<file path="src/rsts_params.svh">
// Constants for the receiver self-test sequencer.
// Assumes a 40 MHz mclk; transmit, minimum on and response times are in ms and converted to cycles here.
`ifndef RSTS_PARAMS_SVH
`define RSTS_PARAMS_SVH
`define RSTS_CLK_HZ 40000000
`define RSTS_TX_MS 5000
`define RSTS_MIN_ON_MS 25
`define RSTS_RESP_MS 20
`define RSTS_TX_CYC ((`RSTS_CLK_HZ / 1000) * `RSTS_TX_MS)
`define RSTS_MIN_ON_CYC ((`RSTS_CLK_HZ / 1000) * `RSTS_MIN_ON_MS)
`define RSTS_RESP_CYC ((`RSTS_CLK_HZ / 1000) * `RSTS_RESP_MS)
`define RSTS_FLASH_CYC 4000000
`define RSTS_STEP1_REPS 2
`define RSTS_STEP2_REPS 5
`define RSTS_LED_HALF 2000000
`define RSTS_STRAP_CYC 4
`endif

</file>
<file path="src/rsts_pkg.sv">
// Types for the receiver self-test sequencer.
// Assumes rsts_params.svh supplies the numbers.
package rsts_pkg;
  typedef enum logic [2:0] {
    RSTS_IDLE = 3'b000,
    RSTS_WALK = 3'b001,
    RSTS_PAIR = 3'b011,
    RSTS_TX = 3'b010,
    RSTS_RSSI = 3'b110,
    RSTS_NORM = 3'b111
  } rsts_state_t;

  typedef struct packed {
    logic [3:0] outs;
    logic tx_en;
    logic led;
  } rsts_drive_t;
endpackage : rsts_pkg

</file>
<file path="src/rsts_seq.sv">
// Self-test sequencer and output on-time guard for the receiver.
// Assumes normal-mode requests and signal strength arrive on mclk; learn pin is asynchronous.
`timescale 1ns/1ps
`include "rsts_params.svh"
module rsts_seq import rsts_pkg::*; #(
  parameter int TX_CYC = `RSTS_TX_CYC,
  parameter int FLASH_CYC = `RSTS_FLASH_CYC,
  parameter int MIN_ON_CYC = `RSTS_MIN_ON_CYC,
  parameter int LED_HALF = `RSTS_LED_HALF
) (
  // Clock and reset
  input wire logic mclk,
  input wire logic rst,
  input wire logic ce,
  // Learn pin, three signals
  input wire logic learn_pin_in,
  output logic learn_pin_out,
  output logic learn_pin_oe,
  // Normal operation and radio
  input wire logic [3:0] norm_req,
  input wire logic [2:0] rssi_level,
  input wire logic rssi_valid,
  // Outputs
  output logic [3:0] switched_outputs,
  output logic tx_full_power,
  output logic self_test_active
);
  logic [2:0] lp_sync_r;
  logic learn_lvl_r;
  logic [2:0] strap_cnt_r;
  logic [31:0] on_cnt_r;
  rsts_state_t state_r;
  logic [31:0] tick_r;
  logic [3:0] idx_r;
  logic [3:0] reps_r;
  logic phase_r;
  logic [31:0] led_cnt_r;
  logic led_blink_r;
  logic [3:0] want;
  logic [3:0] out_r;
  logic [31:0] hold_r [4];
  logic tick_end;
  rsts_drive_t drv;

  // Bar graph level to thermometer code
  function automatic logic [3:0] bar_of(input logic [2:0] lvl);
    bar_of = (lvl >= 3'h4) ? 4'hF : (lvl == 3'h3) ? 4'h7 : (lvl == 3'h2) ? 4'h3 : (lvl == 3'h1) ? 4'h1 : 4'h0;
  endfunction : bar_of

  // Synchroniser; change counts when stages two and three agree
  always_ff @(posedge mclk or posedge rst) begin
    if (rst) begin
      lp_sync_r <= 3'h7;
      learn_lvl_r <= 1'b1;
    end else if (ce) begin
      lp_sync_r <= {lp_sync_r[1:0], learn_pin_in};
      if (lp_sync_r[1] == lp_sync_r[2]) learn_lvl_r <= lp_sync_r[2];
    end
  end

  assign tick_end = (tick_r == 32'(FLASH_CYC - 1));

  // State sequencing
  always_ff @(posedge mclk or posedge rst) begin
    if (rst) begin
      state_r <= RSTS_IDLE;
      strap_cnt_r <= 3'h0;
      tick_r <= 32'h0;
      idx_r <= 4'h0;
      reps_r <= 4'h0;
      phase_r <= 1'b0;
    end else if (ce) begin
      unique case (state_r)
        RSTS_IDLE: begin
          // Reset level of the chain reads as released; wait until the pin level is through
          if (strap_cnt_r == 3'(`RSTS_STRAP_CYC)) begin
            state_r <= learn_lvl_r ? RSTS_NORM : RSTS_WALK;
          end else strap_cnt_r <= strap_cnt_r + 3'h1;
        end
        RSTS_WALK, RSTS_PAIR: begin
          tick_r <= tick_end ? 32'h0 : tick_r + 32'h1;
          if (tick_end) begin
            phase_r <= ~phase_r;
            if (phase_r) begin
              if (state_r == RSTS_WALK) begin
                if (reps_r == 4'(`RSTS_STEP1_REPS - 1)) begin
                  reps_r <= 4'h0;
                  if (idx_r == 4'h3) begin
                    idx_r <= 4'h0;
                    state_r <= RSTS_PAIR;
                  end else idx_r <= idx_r + 4'h1;
                end else reps_r <= reps_r + 4'h1;
              end else begin
                if (reps_r == 4'(`RSTS_STEP2_REPS - 1)) begin
                  reps_r <= 4'h0;
                  if (idx_r == 4'h1) begin
                    idx_r <= 4'h0;
                    state_r <= RSTS_TX;
                  end else idx_r <= 4'h1;
                end else reps_r <= reps_r + 4'h1;
              end
            end
          end
        end
        RSTS_TX: begin
          tick_r <= tick_r + 32'h1;
          if (tick_r == 32'(TX_CYC - 1)) begin
            tick_r <= 32'h0;
            state_r <= RSTS_RSSI;
          end
        end
        RSTS_RSSI: state_r <= RSTS_RSSI;
        RSTS_NORM: state_r <= RSTS_NORM;
        default: state_r <= RSTS_IDLE;
      endcase
    end
  end

  // LED blink during transmit step
  always_ff @(posedge mclk or posedge rst) begin
    if (rst) begin
      led_cnt_r <= 32'h0;
      led_blink_r <= 1'b0;
    end else if (ce) begin
      if (state_r != RSTS_TX) begin
        led_cnt_r <= 32'h0;
        led_blink_r <= 1'b0;
      end else if (led_cnt_r == 32'(LED_HALF - 1)) begin
        led_cnt_r <= 32'h0;
        led_blink_r <= ~led_blink_r;
      end else led_cnt_r <= led_cnt_r + 32'h1;
    end
  end

  // Requested outputs per state
  assign want = (state_r == RSTS_WALK) ? (phase_r ? 4'h0 : 4'(4'h1 << idx_r[1:0])) :
                (state_r == RSTS_PAIR) ? (phase_r ? 4'h0 : (idx_r[0] ? 4'hA : 4'h5)) :
                (state_r == RSTS_RSSI) ? (rssi_valid ? bar_of(rssi_level) : 4'h0) :
                (state_r == RSTS_NORM) ? norm_req : 4'h0;

  // Minimum on-time guard; turn-on takes effect on the next edge
  genvar g;
  generate
    for (g = 0; g < 4; g++) begin : g_hold
      always_ff @(posedge mclk or posedge rst) begin
        if (rst) begin
          out_r[g] <= 1'b0;
          hold_r[g] <= 32'h0;
        end else if (ce) begin
          if (want[g] && !out_r[g]) begin
            out_r[g] <= 1'b1;
            hold_r[g] <= 32'(MIN_ON_CYC - 1);
          end else if (hold_r[g] != 32'h0) hold_r[g] <= hold_r[g] - 32'h1;
          else out_r[g] <= want[g];
        end
      end
    end
  endgenerate

  assign drv.outs = out_r;
  assign drv.tx_en = (state_r == RSTS_TX);
  assign drv.led = led_blink_r;

  // Registered pin drivers; LED lit by pulling the pin low
  always_ff @(posedge mclk or posedge rst) begin
    if (rst) begin
      switched_outputs <= 4'h0;
      tx_full_power <= 1'b0;
      learn_pin_out <= 1'b0;
      learn_pin_oe <= 1'b0;
      self_test_active <= 1'b0;
    end else if (ce) begin
      switched_outputs <= drv.outs;
      tx_full_power <= drv.tx_en;
      learn_pin_out <= 1'b0;
      learn_pin_oe <= drv.led;
      self_test_active <= (state_r != RSTS_IDLE) && (state_r != RSTS_NORM);
    end
  end

  // Own on-time count of output one; saturates so a long display never wraps
  always_ff @(posedge mclk or posedge rst) begin
    if (rst) begin
      on_cnt_r <= 32'h0;
    end else if (ce) begin
      if (!switched_outputs[0]) on_cnt_r <= 32'h0;
      else if (on_cnt_r != 32'hFFFFFFFF) on_cnt_r <= on_cnt_r + 32'h1;
    end
  end
endmodule : rsts_seq

</file>
<file path="config.mk">
export PLATFORM = sky130hd
export DESIGN_NAME = rsts_seq
export DESIGN_NICKNAME = d
export VERILOG_FILES = /design/src/rsts_pkg.sv /design/src/rsts_seq.sv
export VERILOG_INCLUDE_DIRS = /design/src
export SDC_FILE = /design/constraint.sdc
export NUM_CORES = 1
export LEC_CHECK = 0
export BUFFER_PORTS_ARGS = -buffer_cell sky130_fd_sc_hd__clkbuf_2
export CAP_MARGIN = 20
export CORE_MARGIN = 2
export CORE_UTILIZATION = 40
export CTS_BUF_LIST = sky130_fd_sc_hd__clkbuf_8
export CTS_CLUSTER_DIAMETER = 30
export DETAILED_ROUTE_END_ITERATION = 10
export PLACE_DENSITY = 0.52
export SLEW_MARGIN = 0
export SYNTH_ARGS = -nofsm -noshare
export SYNTH_HDL_FRONTEND = slang
export SYNTH_SLANG_ARGS = --single-unit
</file>
<file path="constraint.sdc">
create_clock -name mclk -period 7.3 [get_ports mclk]
set_input_delay 0 -clock mclk [delete_from_list [all_inputs] [get_ports mclk]]
set_output_delay 0 -clock mclk [all_outputs]
set_load 0.01 [all_outputs]
</file>
**Word-level counts from Yosys, hierarchy flattened**

Cells that the tools add are included.

- Bits in registers: 223

- Add/subtract/negate cells: 9
- $lt $le $gt $ge: 1
- Equality and inequality tests: 32
- Shift-type cells: 1
- Multiplexer cells: 54
- Bitwise gates (word level): 3
- Reductions and logical operators: 39

Operator list:

| operator | number |
|---|---|
| $mux 32 | 12 |
| $reduce_bool 32->1 | 4 |
| $sub 32x1->32 const B | 4 |
| $add 32x1->32 const B | 2 |
| $mux 4 | 16 |
| $pmux 32 s2 | 1 |
| $mux 3 | 11 |
| $eq 32x21->1 const B | 1 |
| $eq 32x22->1 const B | 1 |
| $eq 32x28->1 const B | 1 |
| $reduce_and 2->1 | 11 |
| $ne 3x3->1 const B | 5 |
| $pmux 3 s5 | 1 |
| $ne 2x2->1 const B | 7 |
| $reduce_bool 2->1 | 7 |
| $eq 3x2->1 const B | 4 |
| $mux 1 | 12 |
| $eq 3x3->1 const B | 3 |
| $reduce_and 9->1 | 1 |
| $add 4x1->4 const B | 2 |
| $eq 4x1->1 const B | 2 |
| $eq 3x1->1 const B | 2 |
| $reduce_and 3->1 | 2 |
| $reduce_and 6->1 | 1 |
| 16 further kinds | 26 |

**Depth between registers and ports, before layout**

- Word-level depth: 12
- Gate-level depth with buffers: 10

**Worst setup path after synthesis**

OpenSTA, ideal clock, no wires.

- Path kind: register -> register
- From: register hold_r[82] in the netlist's numbering
- To: register hold_r[85] in the netlist's numbering
- Setup time: 0.074 ns
- Arrival: 2.282 ns
- Data required time: 7.226 ns
- Slack: 4.944 ns
- Stages on the path, launching flop included: 9
- Buffers on the path: 2
- Clock period less this slack: 2.356 ns
- Path through: dfrtp_1 > or3_1 > or4_4 > nor4_4 > a21boi_4 > buf_6 > buf_6 > o21ai_1 > a21oi_2

- Cells in the longest elaborated chain, start to end: 3
- Elaborated cells between the ends (all ways): 6
- Those cells by class: add/sub (1); mux (2); reduce/logical (3)

Ends and longest elaborated chain:

| item | line | RTL |
|---|---|---|
| start, declared | rsts_seq.sv:41 | `logic [31:0] hold_r [4];` |
| start signal, assigned by index | rsts_seq.sv:152 | `hold_r[g] <= 32'(MIN_ON_CYC - 1);` |
| $sub 32x1->32 / $reduce_bool 32->1 (equally long branches) | rsts_seq.sv:153 | `end else if (hold_r[g] != 32'h0) hold_r[g] <= hold_r[g] - 32'h1;` |
| $mux 32 / $reduce_bool 2->1 (equally long branches) | -- |  |
| $mux 32 / $reduce_and 2->1 (equally long branches) | -- |  |

Several ways; a longest one is shown, not always the timed one. The select of a mux whose other input is x is not followed.
A chain may end at the register's enable or synchronous reset.

**Final worst setup path**

- From: register hold_r[14] in the netlist's numbering
- To: register hold_r[11] in the netlist's numbering

- Cells in the longest elaborated chain, start to end: 3

Ends and longest elaborated chain:

| item | line |
|---|---|
| $reduce_bool 32->1 | rsts_seq.sv:153 |
| $reduce_bool 2->1 (no source line) | -- |
| $reduce_and 2->1 (no source line) | -- |

No other way between the ends.

==> reports/results.ini <==
[placed_design]
place_congestion = 0.787
dp_slack_ns = 4.13
portBuffers = 18
place_hpwl_microns = 18300

[critical_path]
cp-start-kind = register
end_kind = register
cp_max_fo = 17
r2r_start = hold_r[14]$_DFFE_PP0P_
crit_start = hold_r[14]$_DFFE_PP0P_
r2r_cells = 6
worstPathRequired_ns = 7.74
path_class = register to register
critical_path_arrival_ns = 3.63

[yosys]
yosysUniqueCellTypes = 76
syn-num-nets = 1342
avgSynthCellArea_sq_um = 9.31
yosysTopAreaCellShare_pct = 44.9
synthFlopType = dfrtp_1
synthTopCellsByCount = 219 x dfrtp_1, 148 x nor2_1, 104 x nand2_1, 69 x nand3_1
yosysSeqAreaShare_pct = 45.8
synthArstFlopShare_pct = 100
ys_warn_count = 0
synth_area_sq_mm = 0.0122
synth-seq-cells = 223
synth_top_cell_by_area = dfrtp_1
synth_edf_count = 0
synth.most_common_cell = dfrtp_1
synth_area_leaders = dfrtp_1 45%, xor2_1 4.7%, nor2_1 4.6%, xnor2_1 3.7%, nand2_1 3.2%
synth_cells = 1310

[cts]
cts_tree = yes
cts.htree.levels = 3
cts-root-buf = clkbuf_8
post_cts_hold_buffer_count = 3
cts_buffers = 66
cts_buffer_depth = 3
post_cts_resized = 0
cts_setup_buffers = 0
clkLatencyLatePin_ns = 0.57
clock-sinks = 223
clk_pin_slew_ns = 0.06

[layout]
layout.nets = 1393
drive_gt1_share_pct = 12.3
area_growth_pct = 15.8
antenna_cells = 0

[routing]
vias_per_cell = 5.48
antenna_left = 0
via_count = 9841
routed_wl_microns = 28500
drc = 0
dr.pass1.iters = 5
routedWlPerCell_microns = 15.9
drt_iter0_markers = 480

[outcome]
status = finished clean

[timing]
finalSetupViolCount = 0
hold_viol = 0
max_slew_margin_pct = 37.5
period_needed_ns = 3.19
tightest_slew_ns = 0.935
setup_ws_ns = 4.11
maxSlewViolCount = 0
fin_crit_sh_pct = 43.7
rsz0062_at_grt = false
setup_tns_ns = 0
max_freq_mhz = 313
finalClockSkew_ns = 0.0283

[floorplanning]
die-area_sq_mm = 0.0319
die_h_microns = 179
initial_core_util_pct = 40.9
die_width_microns = 179
row_count = 63
ios = 20
core_area_sq_mm = 0.0298

[pwr]
ir_drop_v = 0.000181
finalPower_mw = 4.62
p_leak_nw = 5.92
power_density_mw_per_mm2 = 327

[grt]
track_usage_pct = 18.9
grt_overflow = 0
grt_max_degree = 95
antenna_found_initial = 0
grt_pass1_wl_microns = 49400
grt_pass1_vias = 9913

[hold_path]
hold_path_depth = 6
worstHoldStart = rssi_valid
holdCritPathClass = input pin to register

[job]
cap_violations = 0

==> layout by cell type (no fill, tap or decap), types with 22 or more instances in the layout <==
master	count
dfrtp_1	219
nor2_1	148
nand2_1	104
clkbuf_8	79
nand3_1	69
a21oi_1	66
xor2_1	66
o21ai_0	54
xnor2_1	51
inv_1	45
nor3_1	43
nand4_1	37
or3_1	36
or4_1	26
nor4_1	26
and3_1	22
==> registers in the layout (all words and copies together) (netlist names) <==
name,count
drv,4
learn_pin_oe,1
led_cnt_r,32
tx_full_power,1
strap_cnt_r,3
tick_r,32
state_r,3
phase_r,1
self_test_active,1
led_blink_r,1
reps_r,4
hold_r,128
learn_lvl_r,1
switched_outputs,4
idx_r,4
lp_sync_r,3
==> cells by family after synthesis <==
family	count (synthesis)	share of synthesized area, %
buffers and inverters	83	2.81
XOR/XNOR	117	8.40
flip-flops	223	45.8
multiplexers	16	1.41
AO/OA/AOI/OAI	227	11.8
other	1	0.0308
adder cells (fa/ha/maj)	20	2.05
AND/OR/NAND/NOR	623	27.7
==> report_power, final <==
part | switching [mW] | leakage [nW] | internal (mW)
Clock | 0.651 | 0.784 | 1.22
Sequential | 0.326 | 2.87 | 1.52
Combinational | 0.511 | 2.27 | 0.393
Total | 1.49 | 5.92 | 3.13
==> cell type report <==
class                           instances  area [sq um]
Fill cell                            2881         15700
Multi-Input combinational cell       1004          6280
Sequential cell                       223          5590
Clock buffer                           79          1090
Tap cell                              390           488
Clock inverter                         35           342
Timing Repair Buffer                   32           205
Inverter                               34           135
==> path summary, 6_finish.rpt <==
| path | end | slack (ns) |
|---|---|---|
| worst max-delay path | hold_r[11]$_DFFE_PP0P_ | 4.11 |
| worst min-delay path | drv[5]$_DFFE_PP0P_ | 0.05 |
| worst max register to register | hold_r[11]$_DFFE_PP0P_ | 4.11 |
| worst min register to register | strap_cnt_r[2]$_DFFE_PP0P_ | 0.48 |
| max in group asynchronous | tick_r[24]$_DFFE_PP0P_ | 5.75 |
| min in group asynchronous | learn_pin_oe$_DFFE_PP0P_ | 0.12 |
==> critical path, cell delays in order, from the launching register on <==
cell and delay [ns]:
dfrtp_1 0.39, or4_1 0.59, nor3_2 0.45, nand4_1 0.74
o21ai_0 0.62, o311ai_0 0.18, o41ai_1 0.10
==> metrics by stage <==
step | hold WS (ns) | area (sq um) | instances | util, %
after floorplan | 0.152 | 12200 | 1310 | -
after global placement | 0.180 | 12700 | 1680 | 42.5
after detailed placement | 0.183 | 12700 | 1680 | 42.5
after CTS | 0.0105 | 14100 | 1797 | 47.4
after global routing | 0.0598 | 14100 | 1797 | 47.4
final | 0.0468 | 14100 | 1797 | 47.4
==> per-layer routing <==
metal  vias to the layer above  share of wire, %  GRT usage, %
met1                      4770                49          26.1
li1                       4891                 -             -
met4                         0               2.1          7.83
met5                         -                 0             0
met3                        54               3.7          3.60
met2                       126                45          29.1
(Power assumes the default switching activity.)
